`config.mk`:
```
export PLATFORM = sky130hd
export DESIGN_NAME = overcurrent_fault_response
export DESIGN_NICKNAME = d
export VERILOG_FILES = /design/src/hdl/overcurrent_fault_response.v /design/src/hdl/sync_two_flop.v /design/src/hdl/unit_tick.v
export VERILOG_INCLUDE_DIRS = /design/src /design/src/shared
export SDC_FILE = /design/constraint.sdc
export NUM_CORES = 1
export LEC_CHECK = 0
export ABC_CLOCK_PERIOD_IN_PS = 3100
export BUFFER_PORTS_ARGS = -buffer_cell sky130_fd_sc_hd__buf_2
export CAP_MARGIN = 30
export CORE_ASPECT_RATIO = 1.5
export CORE_MARGIN = 1
export CORE_UTILIZATION = 53
export DETAILED_ROUTE_END_ITERATION = 10
export GPL_ROUTABILITY_DRIVEN = 1
export GPL_TIMING_DRIVEN = 0
export PLACE_DENSITY_LB_ADDON = 0.12
export RECOVER_POWER = 100
export SKIP_LAST_GASP = 1
export SYNTH_ARGS = -nofsm -noshare
export SYNTH_HDL_FRONTEND = slang
export SYNTH_SLANG_ARGS = --single-unit
```
`constraint.sdc`:
```
create_clock -name clock -period 3.1 [get_ports clock]
set_clock_uncertainty 0.2 [all_clocks]
set_input_delay 0.775 -clock clock [delete_from_list [all_inputs] [get_ports clock]]
set_output_delay 0.775 -clock clock [all_outputs]
set_load 0.02 [all_outputs]
```
`src/shared/oc_fault_consts.vh`:
```
`ifndef OC_FAULT_CONSTS_VH
`define OC_FAULT_CONSTS_VH

// Command codes seen on the command port.
`define OCF_CMD_CLEAR_FAULTS   8'h03
`define OCF_CMD_RESTORE_ALL    8'h16
`define OCF_CMD_OC_RESPONSE    8'h47
`define OCF_CMD_STATUS_BYTE    8'h78
`define OCF_CMD_STATUS_WORD    8'h79
`define OCF_CMD_STATUS_IOUT    8'h7B
`define OCF_CMD_OT_RESPONSE    8'hD6
`define OCF_CMD_VENDOR_RESET   8'hFD

// Reset and fixed values.
`define OCF_OC_RESP_RESET      8'h00
`define OCF_OT_RESP_VALUE      8'hC0

// Field positions of the overcurrent response byte.
`define OCF_RESP_HI            7
`define OCF_RESP_LO            6
`define OCF_RETRY_HI           5
`define OCF_RETRY_LO           3
`define OCF_DELAY_HI           2
`define OCF_DELAY_LO           0

// Response field codes.
`define OCF_RESP_LIMIT         2'h0
`define OCF_RESP_BAD           2'h1
`define OCF_RESP_DELAYED       2'h2
`define OCF_RESP_IMMEDIATE     2'h3
`define OCF_RETRY_NEVER        3'h0

// Status bit positions.
`define OCF_SB_NONE_ABOVE      0
`define OCF_SB_CML             1
`define OCF_SB_IOUT_OC         4
`define OCF_SW_IOUT            14
`define OCF_SI_OC_FAULT        7

// Byte count of a one-byte write.
`define OCF_ONE_BYTE           2'h1

// Timebase: 16 ms delay unit at a 4 ns clock.
`define OCF_UNIT_NS            16000000
`define OCF_CLK_NS             4

`endif

```
`src/hdl/overcurrent_fault_response.v`:
```
// Notes on behaviour
// (RULE_01) On overcurrent set none-of-above, IOUT_OC, IOUT word bit and IOUT overcurrent bit.
// (RULE_02) Overcurrent drives the alert line unless that page's alert is masked.
// (RULE_03) Status bit and alert happen for every programmed response value.
// (RULE_04) Response configuration is exactly one data byte; other lengths are refused.
// (RULE_05) Response 00 keeps running in current limit forever; response 01 is unsupported.
// (RULE_06) Response 10 limits for the delay, then shuts down and follows the retry field if still limiting.
// (RULE_07) Response 11 disables the output at once, then follows the retry field.
// (RULE_08) Retry 000 never restarts; output stays off until run is cycled.
// (RULE_09) Retry 111 restarts without limit until commanded off or other fault.
// (RULE_10) Restart attempts are spaced by the restart interval setting.
// (RULE_11) Delay field counts 16 ms units of continued operation after detection.
// (RULE_12) Delay field is used only by the delayed shutdown response.
// (RULE_13) Latched fault clears on clear, off-then-on, restore, vendor reset, power cycle.
// (RULE_14) Read-only unpaged internal overtemperature response byte at 0xD6 reads 0xC0.
// (RULE_15) Response byte at 0x47 is paged, read-write, reset value 0x00.
// (RULE_16) Writing response 01 raises a communication/logic fault, not stored.
// (RULE_17) Delay count starts at detection and is abandoned if limiting ends early.
`timescale 1ns/10ps
`include "oc_fault_consts.vh"
module overcurrent_fault_response #(
    parameter integer TICK_CYCLES = `OCF_UNIT_NS / `OCF_CLK_NS
) (
    input  wire        clock,             // core clock, 250 MHz
    input  wire        nrst,              // asynchronous reset, active low
    input  wire        cmd_wr,            // write command strobe
    input  wire        cmd_rd,            // read command strobe
    input  wire [7:0]  cmd_code,          // command code
    input  wire [1:0]  wr_bytes,          // data bytes carried by the write
    input  wire [7:0]  wr_data,           // write data byte
    input  wire        page,              // selected output page
    output reg  [15:0] rd_data_q,         // read data, bytes in the low lane
    output reg         rd_valid_q,        // read data valid pulse
    input  wire [1:0]  run_pin,           // run pins, asynchronous
    input  wire [1:0]  operation_on,      // operation command on, per page
    input  wire [1:0]  oc_detect,         // overcurrent comparator, asynchronous
    input  wire [1:0]  other_fault_off,   // non-retry fault shutdown request
    input  wire [1:0]  alert_mask,        // alert mask for overcurrent, per page
    input  wire [7:0]  restart_interval,  // restart interval in delay units
    output wire [1:0]  output_enable,     // output allowed to switch, per page
    output wire [1:0]  oc_fault,          // latched overcurrent fault, per page
    output reg         cml_fault_q,       // communication/logic fault latch
    output wire        alert_out,         // alert pin output value
    output wire        alert_oe_n         // alert pin output enable, active low
);
    ////////////////////////////////////////////////////////////////////////////
    localparam [4:0] ST_OFF   = 5'h01;
    localparam [4:0] ST_ON    = 5'h02;
    localparam [4:0] ST_LIMIT = 5'h04;
    localparam [4:0] ST_WAIT  = 5'h08;
    localparam [4:0] ST_LATCH = 5'h10;

    wire       tick;
    wire [1:0] run_s;
    wire [1:0] oc_s;
    reg  [7:0] resp_q [0:1];
    reg  [1:0] fault_q;
    reg  [1:0] on_prev_q;
    reg  [1:0] out_en;

    wire       wr_resp;
    wire       wr_ok;
    wire       wr_bad;
    wire       clr_all;
    wire       restore;
    wire [1:0] new_resp;

    unit_tick #(
        .TICK_CYCLES (TICK_CYCLES)
    ) u_tick (
        .clock (clock),
        .nrst  (nrst),
        .tick  (tick)
    );

    genvar g;
    generate
        for (g = 0; g < 2; g = g + 1) begin : g_sync
            sync_two_flop u_run (
                .clock (clock),
                .nrst  (nrst),
                .din   (run_pin[g]),
                .dout  (run_s[g])
            );
            sync_two_flop u_oc (
                .clock (clock),
                .nrst  (nrst),
                .din   (oc_detect[g]),
                .dout  (oc_s[g])
            );
        end
    endgenerate

    ////////////////////////////////////////////////////////////////////////////
    // Command decode.
    assign new_resp = wr_data[`OCF_RESP_HI:`OCF_RESP_LO];
    assign wr_resp  = cmd_wr & (cmd_code == `OCF_CMD_OC_RESPONSE);
    assign wr_ok    = wr_resp & (wr_bytes == `OCF_ONE_BYTE) & (new_resp != `OCF_RESP_BAD);  // [RULE_04] [RULE_16]
    assign wr_bad   = (wr_resp & ~wr_ok)
                    | (cmd_wr & (cmd_code == `OCF_CMD_OT_RESPONSE));                           // [RULE_14]
    assign clr_all  = cmd_wr & (cmd_code == `OCF_CMD_CLEAR_FAULTS);
    assign restore  = cmd_wr & ((cmd_code == `OCF_CMD_RESTORE_ALL) | (cmd_code == `OCF_CMD_VENDOR_RESET));

    // Response byte storage, one per page; restore brings back the default.
    integer i;
    always @(posedge clock or negedge nrst) begin
        if (!nrst) begin
            for (i = 0; i < 2; i = i + 1) begin
                resp_q[i] <= `OCF_OC_RESP_RESET;                                              // [RULE_15]
            end
        end else if (restore) begin
            for (i = 0; i < 2; i = i + 1) begin
                resp_q[i] <= `OCF_OC_RESP_RESET;
            end
        end else if (wr_ok) begin
            resp_q[page] <= wr_data;                                                          // [RULE_15]
        end
    end

    // Refused writes latch a communication/logic fault; a new one wins over clear.
    always @(posedge clock or negedge nrst) begin
        if (!nrst) begin
            cml_fault_q <= 1'b0;
        end else if (wr_bad) begin
            cml_fault_q <= 1'b1;                                                              // [RULE_16]
        end else if (clr_all | restore) begin
            cml_fault_q <= 1'b0;
        end
    end

    ////////////////////////////////////////////////////////////////////////////
    // Per-page fault response state machines.
    generate
        for (g = 0; g < 2; g = g + 1) begin : g_chan
            reg  [4:0] st_q;
            reg  [7:0] cnt_q;
            wire       on_cmd;
            wire [1:0] resp;
            wire [2:0] retry;
            wire [7:0] delay;
            wire [7:0] gap;
            wire [7:0] cnt_next;
            wire       shut_next;

            assign on_cmd   = run_s[g] & operation_on[g];
            assign resp     = resp_q[g][`OCF_RESP_HI:`OCF_RESP_LO];
            assign retry    = resp_q[g][`OCF_RETRY_HI:`OCF_RETRY_LO];
            assign delay    = {5'h00, resp_q[g][`OCF_DELAY_HI:`OCF_DELAY_LO]};               // [RULE_11]
            assign gap      = (restart_interval == 8'h00) ? 8'h01 : restart_interval;
            assign cnt_next = cnt_q + 8'h01;
            assign shut_next = (retry == `OCF_RETRY_NEVER);

            always @(posedge clock or negedge nrst) begin
                if (!nrst) begin
                    st_q  <= ST_OFF;
                    cnt_q <= 8'h00;
                end else begin
                    case (st_q)
                        ST_OFF: begin
                            cnt_q <= 8'h00;
                            if (on_cmd) begin
                                st_q <= ST_ON;
                            end
                        end
                        ST_ON: begin
                            cnt_q <= 8'h00;
                            if (!on_cmd) begin
                                st_q <= ST_OFF;
                            end else if (other_fault_off[g]) begin
                                st_q <= ST_LATCH;
                            end else if (oc_s[g]) begin
                                case (resp)
                                    `OCF_RESP_DELAYED: begin
                                        if (delay == 8'h00) begin
                                            st_q <= shut_next ? ST_LATCH : ST_WAIT;           // [RULE_06]
                                        end else begin
                                            st_q <= ST_LIMIT;                                 // [RULE_17]
                                        end
                                    end
                                    `OCF_RESP_IMMEDIATE: begin
                                        st_q <= shut_next ? ST_LATCH : ST_WAIT;               // [RULE_07]
                                    end
                                    default: begin
                                        st_q <= ST_ON;                                        // [RULE_05] [RULE_12]
                                    end
                                endcase
                            end
                        end
                        ST_LIMIT: begin
                            if (!on_cmd) begin
                                st_q <= ST_OFF;
                            end else if (other_fault_off[g]) begin
                                st_q <= ST_LATCH;
                            end else if (!oc_s[g]) begin
                                st_q <= ST_ON;                                                // [RULE_17]
                            end else if (tick) begin
                                if (cnt_next >= delay) begin
                                    cnt_q <= 8'h00;
                                    st_q  <= shut_next ? ST_LATCH : ST_WAIT;                  // [RULE_06] [RULE_11]
                                end else begin
                                    cnt_q <= cnt_next;
                                end
                            end
                        end
                        ST_WAIT: begin
                            if (!on_cmd) begin
                                st_q <= ST_OFF;                                               // [RULE_09]
                            end else if (other_fault_off[g]) begin
                                st_q <= ST_LATCH;                                             // [RULE_09]
                            end else if (tick) begin
                                if (cnt_next >= gap) begin
                                    cnt_q <= 8'h00;
                                    st_q  <= ST_ON;                                           // [RULE_09] [RULE_10]
                                end else begin
                                    cnt_q <= cnt_next;
                                end
                            end
                        end
                        ST_LATCH: begin
                            cnt_q <= 8'h00;
                            if (!on_cmd) begin
                                st_q <= ST_OFF;                                               // [RULE_08]
                            end
                        end
                        default: begin
                            st_q  <= ST_OFF;
                            cnt_q <= 8'h00;
                        end
                    endcase
                end
            end

            always @* begin
                out_en[g] = (st_q == ST_ON) | (st_q == ST_LIMIT);
            end

            // Fault latch: detection while on sets it, and a set wins over any clear.
            always @(posedge clock or negedge nrst) begin
                if (!nrst) begin
                    fault_q[g]   <= 1'b0;
                    on_prev_q[g] <= 1'b0;
                end else begin
                    on_prev_q[g] <= on_cmd;
                    if (oc_s[g] & out_en[g]) begin
                        fault_q[g] <= 1'b1;                                                   // [RULE_01] [RULE_03]
                    end else if (clr_all | restore | (on_cmd & ~on_prev_q[g])) begin
                        fault_q[g] <= 1'b0;                                                   // [RULE_13]
                    end
                end
            end
        end
    endgenerate

    ////////////////////////////////////////////////////////////////////////////
    // Status views and read port.
    function [7:0] status_byte;
        input flt;
        input cml;
        begin
            status_byte = 8'h00;
            status_byte[`OCF_SB_NONE_ABOVE] = flt | cml;                                      // [RULE_01]
            status_byte[`OCF_SB_CML]        = cml;
            status_byte[`OCF_SB_IOUT_OC]    = flt;                                            // [RULE_01]
        end
    endfunction

    reg [15:0] rd_mux;
    reg [15:0] word_v;
    reg        flt_p;

    always @* begin
        flt_p  = fault_q[page];
        word_v = {8'h00, status_byte(flt_p, cml_fault_q)};
        word_v[`OCF_SW_IOUT] = flt_p;                                                         // [RULE_01]
        case (cmd_code)
            `OCF_CMD_OC_RESPONSE: rd_mux = {8'h00, resp_q[page]};                             // [RULE_15]
            `OCF_CMD_OT_RESPONSE: rd_mux = {8'h00, `OCF_OT_RESP_VALUE};                       // [RULE_14]
            `OCF_CMD_STATUS_BYTE: rd_mux = {8'h00, status_byte(flt_p, cml_fault_q)};
            `OCF_CMD_STATUS_WORD: rd_mux = word_v;
            `OCF_CMD_STATUS_IOUT: rd_mux = {8'h00, flt_p, 7'h00};                             // [RULE_01]
            default:              rd_mux = 16'h0000;
        endcase
    end

    always @(posedge clock or negedge nrst) begin
        if (!nrst) begin
            rd_data_q  <= 16'h0000;
            rd_valid_q <= 1'b0;
        end else begin
            rd_valid_q <= cmd_rd;
            if (cmd_rd) begin
                rd_data_q <= rd_mux;
            end
        end
    end

    ////////////////////////////////////////////////////////////////////////////
    // Open-drain alert: pulled low while any unmasked fault stands.
    assign alert_out     = 1'b0;
    assign alert_oe_n    = ~(|(fault_q & ~alert_mask) | cml_fault_q);                          // [RULE_02] [RULE_03]
    assign output_enable = out_en;
    assign oc_fault      = fault_q;
endmodule

```
`src/hdl/sync_two_flop.v`:
```
`timescale 1ns/10ps
// Two-flop synchroniser for levels entering from outside the clock domain.
module sync_two_flop (
    input  wire clock,   // core clock
    input  wire nrst,    // asynchronous reset, active low
    input  wire din,     // asynchronous level
    output wire dout     // synchronised level
);
    reg meta_q;
    reg sync_q;

    always @(posedge clock or negedge nrst) begin
        if (!nrst) begin
            meta_q <= 1'b0;
            sync_q <= 1'b0;
        end else begin
            meta_q <= din;
            sync_q <= meta_q;
        end
    end

    assign dout = sync_q;
endmodule

```
`src/hdl/unit_tick.v`:
```
`timescale 1ns/10ps
`include "oc_fault_consts.vh"
// Free-running divider giving one pulse per delay unit.
module unit_tick #(
    parameter integer TICK_CYCLES = `OCF_UNIT_NS / `OCF_CLK_NS
) (
    input  wire clock,   // core clock
    input  wire nrst,    // asynchronous reset, active low
    output wire tick     // one-cycle pulse each unit
);
    reg [31:0] cnt_q;
    wire       wrap;

    assign wrap = (cnt_q == TICK_CYCLES - 1);

    always @(posedge clock or negedge nrst) begin
        if (!nrst) begin
            cnt_q <= 32'h00000000;
        end else if (wrap) begin
            cnt_q <= 32'h00000000;
        end else begin
            cnt_q <= cnt_q + 32'h00000001;
        end
    end

    assign tick = wrap;
endmodule

```
==> impl_metrics.env, run 1 <==
export IMPL_yosysWarningCount=0
export IMPL_synth_area_top_cells="dfrtp_1 42%, ha_1 5.1%, nand2_1 3.9%"
export IMPL_netlist_area_leader_share=0.4210
export IMPL_drt_wl_total_um=13270
export IMPL_final_core_util=0.6446
export IMPL_power_total_mw=3.191
export IMPL_worst_hold_path_type="flop to flop"
export IMPL_drive_above_1_share=0.1645
export IMPL_timing_critical_path_to_type="flop"
export IMPL_post_dp_cell_area_um2=6160
export IMPL_initial_drt_markers=225
export IMPL_worstHoldStart="g_sync[0].u_run.meta_q$_DFF_PN0_"
export IMPL_ff_latch_area_um2=2434
export IMPL_yosysSeqAreaShare=0.4303
export IMPL_place_detailed_hpwl_um=9733
export IMPL_timing_critical_path_from="g_chan[0].cnt_q[2]$_DFFE_PN0P_"
export IMPL_timing_fmax_ghz=0.3329
export IMPL_initial_utilization=0.5510
export IMPL_grt_usage=0.2491
export IMPL_number_of_flops_mapped_to_enable_cells_by_yosys=0
export IMPL_row_count=45
export IMPL_hold_viol=0
export IMPL_timing_setup_critical_path_class="flop to flop"
export IMPL_grt_antenna_before_repair=0
export IMPL_routed_wire_length_per_instance_um=16.14
export IMPL_worst_margin_slew_ns=1.918
export IMPL_tritoncts_num_buffers=9
export IMPL_worstSkewPairLatency_ns=0.34
export IMPL_layout_cell_area_non_filler_um2=6605
export IMPL_ys_ff_latch=97
export IMPL_post_layout_nonfiller_instances=822
export IMPL_wl_met2_um=7044
export IMPL_place_gp_congestion=0.9079
export IMPL_layout_area_overhead_vs_synth_pct=16.97
export IMPL_vias_per_cell=5.766
export IMPL_path_clk_slew_ns=0.07
export IMPL_max_vdd_ir_drop_mv=0.3383
export IMPL_dieArea_um2=11080
export IMPL_required_ns=3.13
export IMPL_tritoncts_num_sinks=97
export IMPL_synth_area_per_cell_um2=9.522
export IMPL_first_global_vias=4678
export IMPL_synth_cells_most_frequent="95 x dfrtp_1, 59 x nand2_1, 51 x nor2_1"
export IMPL_port_buffer_count=56
export IMPL_rsz0062_at_grt="true"
export IMPL_synth_distinct_cells=75
export IMPL_post_route_ant_nets=0
export IMPL_maxSlewViolCount=31
export IMPL_synth_cells=593
export IMPL_fillers=906
export IMPL_r2r_start="g_chan[0].cnt_q[2]$_DFFE_PN0P_"
export IMPL_crit_arrival_ns=3.03
export IMPL_min_period_ns=3.004
export IMPL_tritoncts="built"
export IMPL_synth_area_um2=5647
export IMPL_io_pins=65
export IMPL_routedLengthMet1_um=5348
export IMPL_multiInputGateArea_um2=3070
export IMPL_period_share=0.9689
export IMPL_fin_nets=740
export IMPL_core_um2=10250
export IMPL_setup_viol_count_final=0
export IMPL_cp_startpoint_kind="flop"
export IMPL_ctsRootBufferMaster="clkbuf_16"
export IMPL_failing_checks="max-capacitance violations, max-slew violations"
export IMPL_power_per_cell_area_nw_per_um2=483.1
export IMPL_fp_dieW_um=86.28
export IMPL_antenna_cells=0
export IMPL_grt_start_max_net_pins=68
export IMPL_top_layer_used="met4"
export IMPL_run_status="complete, but fails checks"
export IMPL_post_place_cells=798
export IMPL_maxCapViolations=1
export IMPL_synth_async_sr_flop_share=1.000
export IMPL_dieHeight_um=128.4
export IMPL_met3WireLength_um=418
export IMPL_detailedRoute_firstPassIterationCount=4
export IMPL_synth_largest_area_cell="dfrtp_1"
export IMPL_routed_via_count=4740
export IMPL_clock_tree_buf_depth=2
export IMPL_drcViolationCount=0
export IMPL_globalRouteOverflowTotal=0
export IMPL_primary_ff_master_synth="dfrtp_1"
export IMPL_critical_path_peak_fanout=5
export IMPL_post_synth_top_count_cell="dfrtp_1"
export IMPL_slew_headroom=-0.2786
export IMPL_leakagePower_nw=3.069
export IMPL_grt_first_pass_wirelength_um=21610
export IMPL_cts_htree_levels=3
-- sequential cells by signal, indices dropped and copies added, names as in the netlist, 4 cells and up --
signal / count
g_chan.retry: 6
g_chan.resp: 4
g_chan.st_q: 10
rd_data_q: 9
g_chan.cnt_q: 16
u_tick.cnt_q: 32
g_chan.delay: 6
-- power breakdown --
group	leakage [nW]	internal, mW	total [mW]	switching [mW]
Combinational	1.60	0.220	0.518	0.299
Clock	0.173	0.813	1.29	0.481
Sequential	1.30	1.32	1.38	0.0564
-- critical path, stage by stage (launching register included) --
cell,delay [ns]
dfrtp_1,0.42
and3_4,0.20
and2_1,0.18
nor2b_1,0.15
or2_2,0.30
ha_4,0.22
and4_1,0.22
a21oi_2,0.16
o2111ai_2,0.13
and3_4,0.22
nor2_4,0.13
mux2_2,0.34
-- layout make-up --
type,instances,area share
Buffer,23,0.01800
Clock buffer,10,0.03618
Clock inverter,6,0.01705
Inverter,26,0.01478
Multi-Input combinational cell,452,0.4649
Sequential cell,97,0.3684
Tap cell,141,0.02671
Timing Repair Buffer,67,0.05399
-- stage by stage --
| stage | hold WS [ns] | setup WS [ns] | TNS (ns) |
|---|---|---|---|
| 6_report | 0.1488 | 0.09633 | 0 |
| 4_1_cts | 0.1502 | -0.01325 | -0.01325 |
| 5_1_grt | 0.1583 | -0.05939 | -0.1523 |
| 2_1_floorplan | 0.1312 | 0.08441 | 0 |
| 3_5_place_dp | 0.1347 | -0.2874 | -1.987 |
| 3_3_place_gp | 0.1318 | -0.2255 | -1.052 |
-- kinds of logic (layout without fill, tap and decap cells) --
logic type,after synthesis,count (layout),synth area share
mux,14,14,0.02748
simple gates,242,242,0.2327
compound gates,127,127,0.1589
flops,97,97,0.4303
xor+xnor,37,37,0.05739
buf+inv,51,132,0.03988
other cells,1,8,0.0006641
fa+ha+maj,24,24,0.05274
-- metal layers --
metal / track usage / vias up
li1: - / 2302
met1: 0.2808 / 2295
met2: 0.4561 / 103
met3: 0.04233 / 40
met4: 0.1108 / 0
met5: 0 / -
-- what timing repair did --
item | 4_1_cts | 5_1_grt
hold buffers | 0 | 0
gates resized for setup | 5 | 14
cloned | 0 | 0
setup buffers | 1 | 9
pin swaps | 1 | 4
endpoints found under the setup margin | 11 | 17
-- cell usage in the layout (no fill, tap or decap), types with 17 or more instances in the layout --
cell type  Yosys  final
nor2_1        51     51
inv_1         26     26
nand3_1       26     26
dfrtp_1       95     92
o21ai_0       22     21
clkbuf_1      13     31
xnor2_1       22     21
nor3_1        18     18
ha_1          23     21
buf_2          3     40
a21oi_1       23     21
nand2_1       59     59
buf_4          8     17
a22o_1        22     22
-- final timing paths --
check	slack, ns	cells after the start	endpoint
max reg2reg	0.1	11	g_chan[0].st_q[4]$_DFFE_PN0P_
max	0.1	11	g_chan[0].st_q[4]$_DFFE_PN0P_
max in group asynchronous	0.69	1	g_chan[0].cnt_q[0]$_DFFE_PN0P_
min reg2reg	0.15	0	g_sync[0].u_run.dout$_DFF_PN0_
min in group asynchronous	0.76	1	g_chan[1].st_q[4]$_DFFE_PN0P_
min	0.15	0	g_sync[0].u_run.dout$_DFF_PN0_
(Power assumes the default switching activity.)
==> run 2, diff against run 1 <==
--- a/config.mk
+++ b/config.mk
@@ -6,12 +6,13 @@
 export SDC_FILE = /design/constraint.sdc
 export NUM_CORES = 1
 export LEC_CHECK = 0
+export ABC_AREA = 1
 export ABC_CLOCK_PERIOD_IN_PS = 3100
 export BUFFER_PORTS_ARGS = -buffer_cell sky130_fd_sc_hd__buf_2
 export CAP_MARGIN = 30
 export CORE_ASPECT_RATIO = 1.5
 export CORE_MARGIN = 1
-export CORE_UTILIZATION = 53
+export CORE_UTILIZATION = 40
 export DETAILED_ROUTE_END_ITERATION = 10
 export GPL_ROUTABILITY_DRIVEN = 1
 export GPL_TIMING_DRIVEN = 0
==> run 2 against run 1 <==
The flow now finishes without violations. Sequential share of layout area shrank 1.5 points. Register-to-register slack improved by 0.21 ns. Fmax rose by 7.4%. Clock-buffer cell count is 3 higher. Die area increased by 41%. Sequential cell count did not move. Power is 5.8% lower. Synthesized area is 7.0% higher. Utilization shrank 17 points. Critical path depth grew 2. Non-clock buffer count shrank 22. Via count up 14%. Largest power group unchanged.
==> impl_metrics.env, run 2 <==
export IMPL_worstSkewPairLatency_ns=0.35
export IMPL_slew_headroom=0.1197
export IMPL_tritoncts_num_buffers=9
export IMPL_timing_critical_path_mode_cell="nand2_1"
export IMPL_layout_commonest_cell="nand2_1"
export IMPL_post_route_ant_nets=0
export IMPL_fin_nets=955
export IMPL_mostFrequentLayoutCells="188 x nand2_1, 150 x inv_1, 94 x dfrtp_1, 80 x nor2_1, 49 x nand3_1"
export IMPL_yosysWarningCount=0
export IMPL_post_place_cells=1076
export IMPL_worst_hold_path_type="flop to flop"
export IMPL_grt_first_pass_wirelength_um=25190
export IMPL_tritoncts_num_sinks=97
export IMPL_initial_drt_markers=137
export IMPL_place_detailed_hpwl_um=12110
export IMPL_routed_via_count=5384
export IMPL_post_layout_nonfiller_instances=1093
export IMPL_synth_cells=817
export IMPL_synth_async_sr_flop_share=1.000
export IMPL_maxSlewViolCount=0
export IMPL_path_clk_slew_ns=0.07
export IMPL_fillers=1551
export IMPL_rsz0062_at_grt="false"
export IMPL_fp_dieW_um=102.4
export IMPL_power_per_cell_area_nw_per_um2=436.3
export IMPL_setup_viol_count_final=0
export IMPL_yosysSeqAreaShare=0.4021
export IMPL_critical_path_slowest_cell="dfrtp_1"
export IMPL_largest_registers="u_tick.cnt_q (32), g_chan.cnt_q (16), g_chan.st_q (10)"
export IMPL_synth_largest_area_cell="dfrtp_1"
export IMPL_number_of_flops_mapped_to_enable_cells_by_yosys=0
export IMPL_grt_antenna_before_repair=0
export IMPL_primary_ff_master_synth="dfrtp_1"
export IMPL_synth_area_um2=6043
export IMPL_layout_area_overhead_vs_synth_pct=13.98
export IMPL_vias_per_cell=4.926
export IMPL_synth_area_per_cell_um2=7.397
export IMPL_drive_above_1_share=0.09375
export IMPL_run_status="complete, no violations"
export IMPL_critical_path_cell_chain="ha_1 > nand2_1 > nor2_1 > nand2_1 > xor2_1 > inv_1 > ha_1 > nand2_1 > o21a_1 > nand3_1 > o21ai_1 > nand3_1 > o21ai_0"
export IMPL_routed_wire_length_per_instance_um=13.82
export IMPL_io_pins=65
export IMPL_leakagePower_nw=3.524
export IMPL_first_global_vias=5463
export IMPL_clock_tree_buf_depth=2
export IMPL_power_clock_fraction=0.401
export IMPL_registers_top_by_ff_count="u_tick.cnt_q"
export IMPL_cts_repair_timing_setup_buffer_count=0
export IMPL_combPwrFrac=0.146
export IMPL_ctsRootBufferMaster="clkbuf_16"
export IMPL_cts_htree_levels=3
export IMPL_row_count=54
export IMPL_required_ns=3.17
export IMPL_place_gp_congestion=0.8385
export IMPL_grt_usage=0.2085
export IMPL_critical_path_max_stage_delay_ns=0.46
export IMPL_switching_power_mw=0.8267
export IMPL_netlist_area_leader_share=0.3934
export IMPL_timing_fmax_ghz=0.3574
export IMPL_cp_startpoint_kind="flop"
export IMPL_port_buffer_count=55
export IMPL_globalRouteOverflowTotal=0
export IMPL_drt_wl_total_um=15100
export IMPL_critical_path_peak_fanout=6
export IMPL_p_int_mw=2.179
export IMPL_synth_area_top_cells="dfrtp_1 39%, nand2_1 12%, inv_1 9.3%"
export IMPL_timing_setup_critical_path_class="flop to flop"
export IMPL_drcViolationCount=0
export IMPL_synth_cells_most_frequent="186 x nand2_1, 149 x inv_1, 95 x dfrtp_1"
export IMPL_ys_ff_latch=97
export IMPL_crit_arrival_ns=2.87
export IMPL_detailedRoute_firstPassIterationCount=4
export IMPL_period_share=0.9025
export IMPL_hold_viol=0
export IMPL_dieHeight_um=152.5
export IMPL_maxCapViolations=0
export IMPL_min_period_ns=2.798
export IMPL_dieArea_um2=15610
export IMPL_power_share_sequential=0.452
export IMPL_core_um2=14660
export IMPL_worst_margin_slew_ns=1.320
export IMPL_post_synth_top_count_cell="nand2_1"
export IMPL_max_vdd_ir_drop_mv=0.3669
export IMPL_totalNegativeSetupSlack_ns=0
export IMPL_tritoncts="built"
export IMPL_synth_distinct_cells=47
export IMPL_largest_reg_flops=32
export IMPL_initial_utilization=0.4122
export IMPL_grt_start_max_net_pins=51
export IMPL_sw_frac_of_total=0.2751
export IMPL_timing_critical_path_to_type="flop"
## run 2: critical path: cells and delay by family, from the launching register on
family | cells | cell delay [ns]
and+or+nand+nor | 6 | 0.70
AOI/OAI and AO/OA | 3 | 0.57
adders and majority gates | 2 | 0.50
DFF | 1 | 0.46
xor gates and xnor gates | 1 | 0.18
buffers and inverters | 1 | 0.12
## run 2: routing by layer
metal / wire length (um) / GRT usage / share of wire
met1: 5967 / 0.2156 / 0.40
met2: 8349 / 0.3960 / 0.55
met3: 313 / 0.03624 / 0.021
met4: 473 / 0.09048 / 0.031
met5: 0 / 0 / 0
## run 2: kinds of logic after synthesis
group	after synthesis	synth area share
and+or+nand+nor	406	0.3075
buffers and inverters	163	0.1077
AOI/OAI and AO/OA	106	0.1041
DFF	97	0.4021
adders and majority gates	23	0.04762
xor gates and xnor gates	21	0.03043
other	1	0.0006205
## run 2: cell type report
| cell class | instances | area, um^2 | share of cell area |
|---|---|---|---|
| antenna | 1 | 2.502 | 0.0003633 |
| buffer | 12 | 82.58 | 0.01199 |
| tap | 196 | 245.2 | 0.03560 |
| sequential | 97 | 2431 | 0.3530 |
| multi-input combinational | 564 | 2952 | 0.4285 |
| clock inverter | 3 | 46.29 | 0.006721 |
| clock buffer | 13 | 280.3 | 0.04069 |
| timing repair buffer | 56 | 280.3 | 0.04069 |
| inverter | 151 | 568.0 | 0.08247 |
## run 2: repair_timing
item,CTS,global route
setup endpoints to repair,0,9
hold buffers,0,0
resized for setup,0,3
## run 2: path summary, 6_finish.rpt
path / from / slack (ns) / cells past startpoint / to
setup / recovery: g_chan[1].cnt_q[0]$_DFFE_PN0P_ / 0.30 / 13 / g_chan[1].cnt_q[7]$_DFFE_PN0P_
hold / removal: g_sync[1].u_oc.meta_q$_DFF_PN0_ / 0.15 / 0 / g_sync[1].u_oc.dout$_DFF_PN0_
setup reg to reg: g_chan[1].cnt_q[0]$_DFFE_PN0P_ / 0.30 / 13 / g_chan[1].cnt_q[7]$_DFFE_PN0P_
hold reg to reg: g_sync[1].u_oc.meta_q$_DFF_PN0_ / 0.15 / 0 / g_sync[1].u_oc.dout$_DFF_PN0_
max in group asynchronous: nrst / 1.30 / 2 / g_chan[1].st_q[0]$_DFFE_PN1P_
min in group asynchronous: nrst / 0.52 / 1 / u_tick.cnt_q[2]$_DFF_PN0_
## run 2: power groups by stage
stage / Combinational [mW] / Clock, mW / Sequential, mW
6_report: 0.439 / 1.21 / 1.36
3_3_place_gp: 0.443 / 0 / 1.38
3_5_place_dp: 0.451 / 0 / 1.38
5_1_grt: 0.498 / 1.28 / 1.36
4_1_cts: 0.452 / 1.24 / 1.36
2_1_floorplan: 0.273 / 0 / 1.39
## run 2: stage by stage
step | util | setup WS (ns) | instance area, um^2 | total power, mW | hold slack [ns]
finish | 0.4698 | 0.3022 | 6888 | 3.005 | 0.1514
global route | 0.4696 | 0.0001303 | 6885 | 3.137 | 0.1575
CTS | 0.4738 | 0.06121 | 6947 | 3.047 | 0.1504
detailed placement | 0.4515 | 0.05822 | 6620 | 1.833 | 0.1358
global placement | 0.4495 | -0.04045 | 6590 | 1.825 | 0.1323
floorplan | - | 0.5293 | 6070 | 1.665 | 0.1312
